==> src/rac_pkg.sv <==
// Register access conventions: offsets, field layout, reset values and types
package rac_pkg;

  localparam int RAC_AW = 3;
  localparam int RAC_DW = 8;

  // Register offsets
  localparam logic [2:0] RAC_CTRL_OFS    = 3'h0;
  localparam logic [2:0] RAC_STATUS_OFS  = 3'h1;
  localparam logic [2:0] RAC_CMD_OFS     = 3'h2;
  localparam logic [2:0] RAC_FLAGSET_OFS = 3'h3;
  localparam logic [2:0] RAC_FLAGCLR_OFS = 3'h4;
  localparam logic [2:0] RAC_DBG_OFS     = 3'h5;

  // Control register fields
  localparam int         RAC_CTRL_EN_BIT   = 0;
  localparam int         RAC_CTRL_MODE_LSB = 1;
  localparam logic [7:0] RAC_CTRL_RW_MASK  = 8'h07;
  localparam logic [7:0] RAC_CTRL_RST      = 8'h00;

  // Status register fields
  localparam int         RAC_STAT_EN_BIT    = 0;
  localparam int         RAC_STAT_STATE_LSB = 1;
  localparam int         RAC_STAT_BUSY_BIT  = 3;

  // Command register bits, write-only
  localparam int         RAC_CMD_SWRST_BIT = 0;
  localparam int         RAC_CMD_PULSE_BIT = 1;

  // Shared flag state behind the set and clear aliases
  localparam logic [7:0] RAC_FLAGS_RST = 8'h00;

  // Debug control register
  localparam logic [7:0] RAC_DBG_RW_MASK = 8'h03;
  localparam logic [7:0] RAC_DBG_RST     = 8'h00;

  typedef enum logic [1:0] {
    RAC_MODE_IDLE = 2'b00,
    RAC_MODE_RUN  = 2'b01,
    RAC_MODE_HOLD = 2'b10
  } rac_mode_t;

  typedef struct packed {
    logic [7:0] ctrl;
    logic [7:0] dbg;
    logic [7:0] flags;
    logic       cmd_pulse;
    logic [7:0] rdata;
  } rac_state_t;

  localparam rac_state_t RAC_STATE_RST = '{
    ctrl:      RAC_CTRL_RST,
    dbg:       RAC_DBG_RST,
    flags:     RAC_FLAGS_RST,
    cmd_pulse: 1'b0,
    rdata:     8'h00
  };

endpackage

==> src/rac_regbank.sv <==
// Register bank with read/write, read-only, write-only and set/clear alias registers
`timescale 1ns/10ps

// Functional notes
// - Read/write bits read back what was stored; a same-cycle port 0 write beats port 1, and a soft reset beats both except on the debug control register.
// - Read-only bits show live state; writes to them change nothing.
// - Write-only bits accept writes; their read value is not checked.
// - Reserved bit positions always read as zero.
// - A read-only multi-bit field never shows a reserved encoding.
// - Registers return to reset values on power-on; all but debug control also return to them on peripheral soft reset.
// - Debug control registers keep their value across a peripheral soft reset.
// - A one written to the clear alias clears that shared bit.
// - A one written to the set alias sets that shared bit.
// - Both aliases of a pair read the same shared value.
// - Simultaneous set and clear of one bit: clear wins.
module rac_regbank (
  input  wire logic                       clk_in,
  input  wire logic                       rst_b_in,
  input  wire logic                       wr0_en_in,
  input  wire logic [rac_pkg::RAC_AW-1:0] wr0_addr_in,
  input  wire logic [rac_pkg::RAC_DW-1:0] wr0_data_in,
  input  wire logic                       wr1_en_in,
  input  wire logic [rac_pkg::RAC_AW-1:0] wr1_addr_in,
  input  wire logic [rac_pkg::RAC_DW-1:0] wr1_data_in,
  input  wire logic                       rd_en_in,
  input  wire logic [rac_pkg::RAC_AW-1:0] rd_addr_in,
  input  wire logic                       busy_in,
  output logic      [rac_pkg::RAC_DW-1:0] rdata_out,
  output logic                            enable_out,
  output logic      [1:0]                 mode_out,
  output logic      [rac_pkg::RAC_DW-1:0] flags_out,
  output logic      [rac_pkg::RAC_DW-1:0] dbg_out,
  output logic                            cmd_pulse_out
);

  rac_pkg::rac_state_t st_r;
  rac_pkg::rac_state_t st_nxt;

  logic                       we    [2];
  logic [rac_pkg::RAC_AW-1:0] wa    [2];
  logic [rac_pkg::RAC_DW-1:0] wd    [2];
  logic [rac_pkg::RAC_DW-1:0] set_m;
  logic [rac_pkg::RAC_DW-1:0] clr_m;
  logic                       srst;
  rac_pkg::rac_mode_t         mode;
  logic [rac_pkg::RAC_DW-1:0] status;
  logic [rac_pkg::RAC_DW-1:0] rd_mux;
  logic                       pulse_req;

  assign we[0] = wr0_en_in;
  assign wa[0] = wr0_addr_in;
  assign wd[0] = wr0_data_in;
  assign we[1] = wr1_en_in;
  assign wa[1] = wr1_addr_in;
  assign wd[1] = wr1_data_in;

  // Masks, decode and status packing assume byte registers at eight offsets
  if (rac_pkg::RAC_DW != 8) begin : g_dw_chk
    $error("rac_regbank: register width must be 8");
  end
  if (rac_pkg::RAC_AW != 3) begin : g_aw_chk
    $error("rac_regbank: offset width must be 3");
  end

  // Reserved mode code from a misbehaving writer falls back to idle
  always_comb begin
    case (st_r.ctrl[rac_pkg::RAC_CTRL_MODE_LSB +: 2])
      2'b00:   mode = rac_pkg::RAC_MODE_IDLE;
      2'b01:   mode = rac_pkg::RAC_MODE_RUN;
      2'b10:   mode = rac_pkg::RAC_MODE_HOLD;
      default: mode = rac_pkg::RAC_MODE_IDLE;
    endcase
  end

  always_comb begin
    status = 8'h00;
    status[rac_pkg::RAC_STAT_EN_BIT] = st_r.ctrl[rac_pkg::RAC_CTRL_EN_BIT];
    status[rac_pkg::RAC_STAT_STATE_LSB +: 2] = mode;
    status[rac_pkg::RAC_STAT_BUSY_BIT] = busy_in;
  end

  always_comb begin
    case (rd_addr_in)
      rac_pkg::RAC_CTRL_OFS:    rd_mux = st_r.ctrl;
      rac_pkg::RAC_STATUS_OFS:  rd_mux = status;
      rac_pkg::RAC_FLAGSET_OFS: rd_mux = st_r.flags;
      rac_pkg::RAC_FLAGCLR_OFS: rd_mux = st_r.flags;
      rac_pkg::RAC_DBG_OFS:     rd_mux = st_r.dbg;
      // Write-only command and unmapped offsets read zero
      default:                  rd_mux = 8'h00;
    endcase
  end

  always_comb begin
    st_nxt = st_r;
    st_nxt.cmd_pulse = 1'b0;
    set_m = 8'h00;
    clr_m = 8'h00;
    srst = 1'b0;
    // Port 1 first so port 0 wins on a plain register both ports hit
    for (int p = 1; p >= 0; p--) begin
      if (we[p]) begin
        case (wa[p])
          // Reserved bits are dropped, never stored
          rac_pkg::RAC_CTRL_OFS: st_nxt.ctrl = wd[p] & rac_pkg::RAC_CTRL_RW_MASK;
          rac_pkg::RAC_DBG_OFS:  st_nxt.dbg = wd[p] & rac_pkg::RAC_DBG_RW_MASK;
          rac_pkg::RAC_CMD_OFS: begin
            if (wd[p][rac_pkg::RAC_CMD_PULSE_BIT]) begin
              st_nxt.cmd_pulse = 1'b1;
            end
            if (wd[p][rac_pkg::RAC_CMD_SWRST_BIT]) begin
              srst = 1'b1;
            end
          end
          rac_pkg::RAC_FLAGSET_OFS: set_m = set_m | wd[p];
          rac_pkg::RAC_FLAGCLR_OFS: clr_m = clr_m | wd[p];
          // Status is read-only: nothing stored
          default: ;
        endcase
      end
    end
    // Clear applied last so it beats a set of the same bit
    st_nxt.flags = (st_r.flags | set_m) & ~clr_m;
    if (srst) begin
      st_nxt.ctrl = rac_pkg::RAC_CTRL_RST;
      st_nxt.flags = rac_pkg::RAC_FLAGS_RST;
      st_nxt.cmd_pulse = 1'b0;
      // Debug control deliberately left as is
    end
    if (rd_en_in) begin
      st_nxt.rdata = rd_mux;
    end
  end

  always_ff @(posedge clk_in) begin
    if (!rst_b_in) begin
      st_r <= rac_pkg::RAC_STATE_RST;
    end else begin
      st_r <= st_nxt;
    end
  end

  assign rdata_out = st_r.rdata;
  assign enable_out = st_r.ctrl[rac_pkg::RAC_CTRL_EN_BIT];
  assign mode_out = mode;
  assign flags_out = st_r.flags;
  assign dbg_out = st_r.dbg;
  assign cmd_pulse_out = st_r.cmd_pulse;

  // Assertion helper: any command write that asks for the pulse
  assign pulse_req = (wr0_en_in && (wr0_addr_in == rac_pkg::RAC_CMD_OFS)
                      && wr0_data_in[rac_pkg::RAC_CMD_PULSE_BIT])
                     || (wr1_en_in && (wr1_addr_in == rac_pkg::RAC_CMD_OFS)
                         && wr1_data_in[rac_pkg::RAC_CMD_PULSE_BIT]);
endmodule // rac_regbank

==> config.mk <==
export PLATFORM = sky130hd
export DESIGN_NAME = rac_regbank
export DESIGN_NICKNAME = d
export VERILOG_FILES = /design/src/rac_pkg.sv /design/src/rac_regbank.sv
export SDC_FILE = /design/constraint.sdc
export NUM_CORES = 1
export LEC_CHECK = 0
export BUFFER_PORTS_ARGS = -buffer_cell sky130_fd_sc_hd__clkbuf_2
export CAP_MARGIN = 20
export CORE_AREA = 2 2 85 55
export CTS_CLUSTER_DIAMETER = 40
export DETAILED_ROUTE_END_ITERATION = 12
export DIE_AREA = 0 0 87 57
export PLACE_DENSITY = 0.7
export SETUP_SLACK_MARGIN = 0.15
export SYNTH_ARGS = -nofsm -noshare
export SYNTH_HDL_FRONTEND = slang
export SYNTH_SLANG_ARGS = --single-unit
==> constraint.sdc <==
create_clock -name clk_in -period 3.3 [get_ports clk_in]
set_input_delay 0.165 -clock clk_in [delete_from_list [all_inputs] [get_ports clk_in]]
set_output_delay 0.165 -clock clk_in [all_outputs]
set_load 0.01 [all_outputs]
==> flow_metrics.tcl, run 1 <==
set metrics [dict create \
    switching_power_w 0.0002168 \
    relSlewSlack_pct 48.81 \
    die_h_um 57 \
    clkPwrFrac_pct 36.3 \
    grt_antenna_before_repair 0 \
    place.gp.congestion 0.7992 \
    criticalPathCategory "input pin to register" \
    grt_pass1_vias 1273 \
    placed_cells 264 \
    period_needed_ns 1.333 \
    p_leak_nw 0.8745 \
    grtUsageTotal_pct 17.36 \
    antennaDiodeCount 0 \
    ir_worst_vdd_uv 150.3 \
    fp.dieW_um 87 \
    wl_um 4039 \
    worstPathBufferInverterCount 1 \
    setup_tns_ns 0 \
    cts_setup_buffers 0 \
    synth-seq-cells 33 \
    drive_gt1_share_pct 35.00 \
    drt_iter0_markers 61 \
    fmax_mhz 750.1 \
    dp_hpwl_um 3157 \
    ys_seq_area_share_pct 36.46 \
    cpMaxStageDelayCell "o221ai_2" \
    drc 0 \
    rows 19 \
    clk_path_buf_depth 2 \
    coreArea_mm2 0.004255 \
    hold-worst-slack_ns 0.1633 \
    io_buffers 58 \
    synth_flop_cell "dfxtp_1" \
    max-cap-violations 0 \
    cts_sinks 33 \
    cp_max_fo 13 \
    ys_types 39 \
    ioPinCount 59 \
    hold_viol 0 \
    setup_viol 0 \
    initial_core_util_pct 42.58 \
    worst_pin_slew_ns 0.7678 \
    p_comb_share_pct 12.9 \
    slew_violations 0 \
    p_per_area_mw_per_mm2 401.4 \
    crit_path_end_kind "register" \
    grt_max_degree 17 \
    worstSetupStartpointType "input pin" \
    min_period_over_period_pct 40.40 \
    yosysWarnings 0 \
    syn_area_mm2 0.001812 \
    cts_tree "built" \
    overflow 0 \
    dieArea_mm2 0.004959 \
    path_cells "clkbuf_2, nand4bb_1, o221ai_2, nor3b_4, and2_1" \
    postCtsHoldBufs 0 \
    numCtsBuffers 5 \
    synth_edf_count 0 \
    p_seq_share_pct 50.8 \
    htree_levels 2 \
    skew_ns 0.005170 \
    drt_first_pass_iters 4 \
    cts_resized 0 \
    final-instance-count-excl-fill 272 \
    nets 250 \
    run_status "complete, no violations" \
    synthCells 187 \
    num_vias 1470 \
    clk_latency_ns 0.29 \
    root_buffer "clkbuf_8" \
    path_delay_family "compound AO/OA/AOI/OAI gates" \
    grt_pass1_wl_um 6506 \
    wire_per_inst_um 14.85 \
    rsz0062_at_grt "no" \
    vias_per_cell 5.404 \
    ant_nets 0 \
    synthArstFlopShare_pct 0 \
    p_int_w 0.0005984 \
    syn-mean-instance-area_um2 9.688 \
    cpPeakStageDelay_ns 0.66 \
    crit_required_ns 3.48 \
    synth.net_count 218 \
    clkTransAtPathRegs_ns 0.07 \
    arrival_ns 1.51 \
    area_growth_pct 12.09 \
    worstHoldPathType "input pin to register" \
    swShare_pct 26.59 \
]
[power groups by stage]
stage               logic [W]  registers [W]  clock network, W
finish               0.000105       0.000414          0.000296
global route         0.000116       0.000415          0.000324
CTS                  0.000105       0.000414          0.000303
detailed placement   0.000105       0.000423                 0
global placement     0.000104       0.000423                 0
floorplan           0.0000683       0.000420                 0
[worst min-delay path, cell delays in order]
cell,delay [ns]
clkbuf_2,0.09
a22o_1,0.11
nor3_1,0.04
[cell families (layout without fill, tap and decap cells)]
logic type | count (synthesis) | after routing | share of synthesized area, %
flip-flops | 33 | 33 | 36.46
AO/OA/AOI/OAI | 53 | 53 | 24.45
AND/OR/NAND/NOR | 52 | 52 | 20.03
multiplexers | 9 | 9 | 5.111
buffers and inverters | 40 | 73 | 13.95
[synth_stat cells, types with 3 or more instances]
| library cell | n | area (um^2) |
|---|---|---|
| dfxtp_1 | 33 | 660.6 |
| buf_4 | 24 | 180.2 |
| a22o_1 | 15 | 131.4 |
| and2_1 | 11 | 68.82 |
| nor2b_1 | 10 | 62.56 |
| a221oi_1 | 8 | 70.07 |
| nor3_1 | 8 | 40.04 |
| mux2i_1 | 7 | 70.07 |
| a22oi_1 | 6 | 45.04 |
| o22ai_1 | 6 | 37.54 |
| buf_2 | 4 | 20.02 |
| inv_1 | 4 | 15.01 |
| nand2_1 | 4 | 15.01 |
| nor2_1 | 4 | 15.01 |
| o211ai_1 | 4 | 30.03 |
| a211oi_2 | 3 | 37.54 |
| buf_1 | 3 | 11.26 |
| clkbuf_1 | 3 | 11.26 |
[state kept, by name, summed over array words and instances (netlist names)]
name / count
rdata_out: 8
st_r: 7
dbg_out: 8
cmd_pulse_out: 1
enable_out: 1
flags_out: 8
[layer usage]
metal / wire length [um] / global-route usage (%) / up-vias
met5: 0 / 0 / -
met4: 27 / 4.018 / 0
met3: 336 / 6.946 / 3
met2: 1432 / 20.39 / 59
met1: 2243 / 28.24 / 657
li1: - / - / 751
[cell usage in the layout, fill, tap and decap left out, drive strengths merged, types with 3 or more instances in the layout]
cell type / Yosys / layout
nor3: 8 / 8
o22ai: 6 / 6
inv: 5 / 5
a221oi: 8 / 8
dfxtp: 33 / 33
mux2i: 7 / 7
a22o: 15 / 15
nor2b: 10 / 10
nand2: 4 / 4
nor2: 4 / 4
a211oi: 3 / 3
and2: 11 / 11
o211ai: 4 / 4
clkbuf: 3 / 64
a22oi: 6 / 6
[per-stage QoR]
stage	worst slack, ns	total power (W)	util (%)	area [um^2]
floorplan	2.057	0.0004882	-	1812
global placement	1.743	0.0005266	45.78	1948
detailed placement	1.677	0.0005281	45.78	1948
CTS	1.986	0.0008218	47.72	2031
global route	1.882	0.0008542	47.72	2031
finish	1.967	0.0008152	47.72	2031
[final cells by class]
class	instances	area (um^2)
clock inverter	2	10.01
tap	52	65.06
sequential	33	660.6
multi-input combinational	114	898.4
timing repair buffer	60	305.3
clock buffer	6	72.57
inverter	5	18.77
fill	410	2225
[path summary, 6_finish.rpt]
path,startpoint,to,slack (ns),depth (start not counted)
worst max-delay path,wr0_addr_in[0],st_r[32]$_SDFF_PP0_,1.97,5
worst min-delay path,wr0_data_in[6],flags_out[6]$_SDFF_PP0_,0.16,3
worst max register to register,dbg_out[3]$_SDFF_PN0_,rdata_out[3]$_SDFFE_PN0P_,2.23,4
worst min register to register,st_r[31]$_SDFF_PP0_,st_r[31]$_SDFF_PP0_,0.46,1
Note: power is estimated with default switching activity, not from simulation.
==> run 2: changes to the inputs <==
--- a/config.mk
+++ b/config.mk
@@ -5,13 +5,14 @@
 export SDC_FILE = /design/constraint.sdc
 export NUM_CORES = 1
 export LEC_CHECK = 0
+export ABC_AREA = 1
 export BUFFER_PORTS_ARGS = -buffer_cell sky130_fd_sc_hd__clkbuf_2
 export CAP_MARGIN = 20
-export CORE_AREA = 2 2 85 55
+export CORE_AREA = 2 2 87 55
 export CTS_CLUSTER_DIAMETER = 40
 export DETAILED_ROUTE_END_ITERATION = 12
-export DIE_AREA = 0 0 87 57
-export PLACE_DENSITY = 0.7
+export DIE_AREA = 0 0 89 57
+export PLACE_DENSITY = 0.73
 export SETUP_SLACK_MARGIN = 0.15
 export SYNTH_ARGS = -nofsm -noshare
 export SYNTH_HDL_FRONTEND = slang
==> constraint.sdc (replaced) <==
create_clock -name clk_in -period 1.1 [get_ports clk_in]
set_input_delay 0.055 -clock clk_in [delete_from_list [all_inputs] [get_ports clk_in]]
set_output_delay 0.055 -clock clk_in [all_outputs]
set_load 0.01 [all_outputs]
==> flow_metrics.tcl, run 2 <==
set metrics [dict create \
    htree_levels 2 \
    area_growth_pct 17.74 \
    grt_pass1_vias 1646 \
    ys_types 26 \
    cpMaxStageDelayCell "dfxtp_4" \
    regArea_um2 668.1 \
    rows 19 \
    synth_edf_count 0 \
    post-route-util_pct 50.31 \
    rsz0062_at_grt "yes" \
    clkTransAtPathRegs_ns 0.07 \
    coreArea_mm2 0.004374 \
    clkPwrFrac_pct 35.6 \
    setup_tns_ns 0 \
    cpPeakStageDelay_ns 0.38 \
    place.gp.congestion 0.8680 \
    grtUsageTotal_pct 20.30 \
    hold_viol 0 \
    path_delay_family "flip-flops" \
    synth_top_area_share_pct 35.34 \
    synth.most_common_cell "nand2_1" \
    clk_latency_ns 0.29 \
    yosys.area.top_type "dfxtp_1" \
    drive_gt1_share_pct 28.48 \
    synth_flop_cell "dfxtp_1" \
    n_fill_cell 496 \
    drt_first_pass_iters 4 \
    reg2reg_from "st_r[27]$_SDFF_PP0_" \
    relSlewSlack_pct 73.96 \
    p_comb_share_pct 15.2 \
    synthTopCellsByArea "dfxtp_1 (35%), nand2_1 (13%), buf_4 (9.6%), nand3_1 (8.6%), nor2_1 (7.2%)" \
    cts_tree "built" \
    initial_core_util_pct 42.73 \
    ir_worst_vdd_uv 654.1 \
    syn-mean-instance-area_um2 6.700 \
    ioPinCount 59 \
    dieArea_mm2 0.005073 \
    worst_pin_slew_ns 0.3895 \
    syn_area_mm2 0.001869 \
    arrival_ns 0.94 \
    wl_um 5054 \
    p_leak_nw 1.022 \
    ff2ff_setup_slack_ns 0.18 \
    crit_required_ns 1.04 \
    skew_ns 0.006871 \
    crit_path_end_kind "primary output" \
    p_per_area_mw_per_mm2 1149 \
    pre_cts_ws_ns 0.03654 \
    max-cap-violations 0 \
    worstPathBufferInverterCount 2 \
    synthArstFlopShare_pct 0 \
    synth-seq-cells 33 \
    vias_per_cell 5.039 \
    antennaDiodeCount 0 \
    fp.dieW_um 89 \
    grt_pass1_wl_um 7872 \
    setup_viol 0 \
    overflow 0 \
    fmax_mhz 1009 \
    wire_per_inst_um 13.09 \
    swShare_pct 29.11 \
    dp_hpwl_um 3985 \
    cts_sinks 33 \
    clk_path_buf_depth 2 \
    cp_max_fo 3 \
    run_status "complete, no violations" \
    io_buffers 58 \
    finalWorstSetupSlack_ns 0.1092 \
    power_w 0.002529 \
    p_seq_share_pct 49.2 \
    slew_violations 0 \
    period_needed_ns 0.9908 \
    synth.net_count 310 \
    die_h_um 57 \
    min_from "wr0_data_in[0]" \
    criticalPathCategory "register to primary output" \
    root_buffer "clkbuf_8" \
    synthCells 279 \
    ys_seq_area_share_pct 35.34 \
    startpoint "st_r[27]$_SDFF_PP0_" \
    grt_max_degree 17 \
    min_period_over_period_pct 90.07 \
    drc 0 \
    drt_iter0_markers 115 \
    grt_antenna_before_repair 0 \
    num_vias 1945 \
    yosysWarnings 0 \
    layout_common_cells "nand2_1 (67), clkbuf_2 (56), nor2_1 (34), nand3_1 (32), dfxtp_1 (31)" \
    ant_nets 0 \
    multi_input_area_um2 947.2 \
    final_common_cell "nand2_1" \
    worstSetupStartpointType "register" \
    p_int_w 0.001793 \
    nets 353 \
    synth_common_cells "nand2_1 (67), nor2_1 (36), dfxtp_1 (33)" \
    switching_power_w 0.0007361 \
    numCtsBuffers 5 \
    worstHoldPathType "input pin to register" \
    path_cells "inv_4, nor2_4, buf_6" \
]
==> run 2: worst min-delay path, cell delays in order <==
cell and delay [ns]:
clkbuf_2 0.11, o211ai_1 0.10, inv_1 0.05
==> run 2: logic make-up after synthesis <==
kind of cell / share of synthesized area [%]
AND/OR/NAND/NOR: 39.09
buffers and inverters: 14.79
AO/OA/AOI/OAI: 10.78
flip-flops: 35.34
==> run 2: path summary, 6_finish.rpt <==
check,end,depth (start not counted)
max,mode_out[1],3
min,dbg_out[0]$_SDFF_PN0_,3
max reg2reg,rdata_out[2]$_SDFFE_PN0P_,6
min reg2reg,st_r[28]$_SDFF_PP0_,2
==> run 2: area by class of cell <==
cell class / count / share of cell area (%)
clock buffers: 5 / 3.127
clock inverters: 3 / 0.7959
repair buffers: 63 / 15.18
multi-input cells: 198 / 43.04
inverters: 21 / 3.923
flip-flops and latches: 33 / 30.36
well taps: 63 / 3.582
==> run 2: timing repair <==
item                                    4_1_cts  5_1_grt
buffers inserted                              0        1
pin swaps                                     0        3
endpoints found under the setup margin        4        3
gates resized for setup                       4       11
hold buffers                                  0        0
==> run 2: metal layers <==
metal	GRT usage, %	wire length [um]	up-vias
met5	0	0	-
met4	5.330	48	0
met3	5.065	527	7
met2	27.51	2046	87
met1	31.81	2431	872
li1	-	-	979
==> run 2: metrics by stage <==
step / std cells / hold slack, ns / instance area (um^2)
2_1_floorplan: 279 / 0.1934 / 1869
3_3_place_gp: 377 / 0.3419 / 2073
3_5_place_dp: 377 / 0.3495 / 2073
4_1_cts: 385 / 0.05034 / 2167
5_1_grt: 386 / 0.07452 / 2201
6_report: 386 / 0.04570 / 2201
==> run 2: power by group through the flow <==
stage          clock network, W  registers, W  logic, W
2_1_floorplan                 0       0.00126  0.000228
3_3_place_gp                  0       0.00127  0.000358
3_5_place_dp                  0       0.00127  0.000367
4_1_cts                0.000916       0.00124  0.000371
5_1_grt                0.000981       0.00125  0.000423
6_report               0.000899       0.00124  0.000384
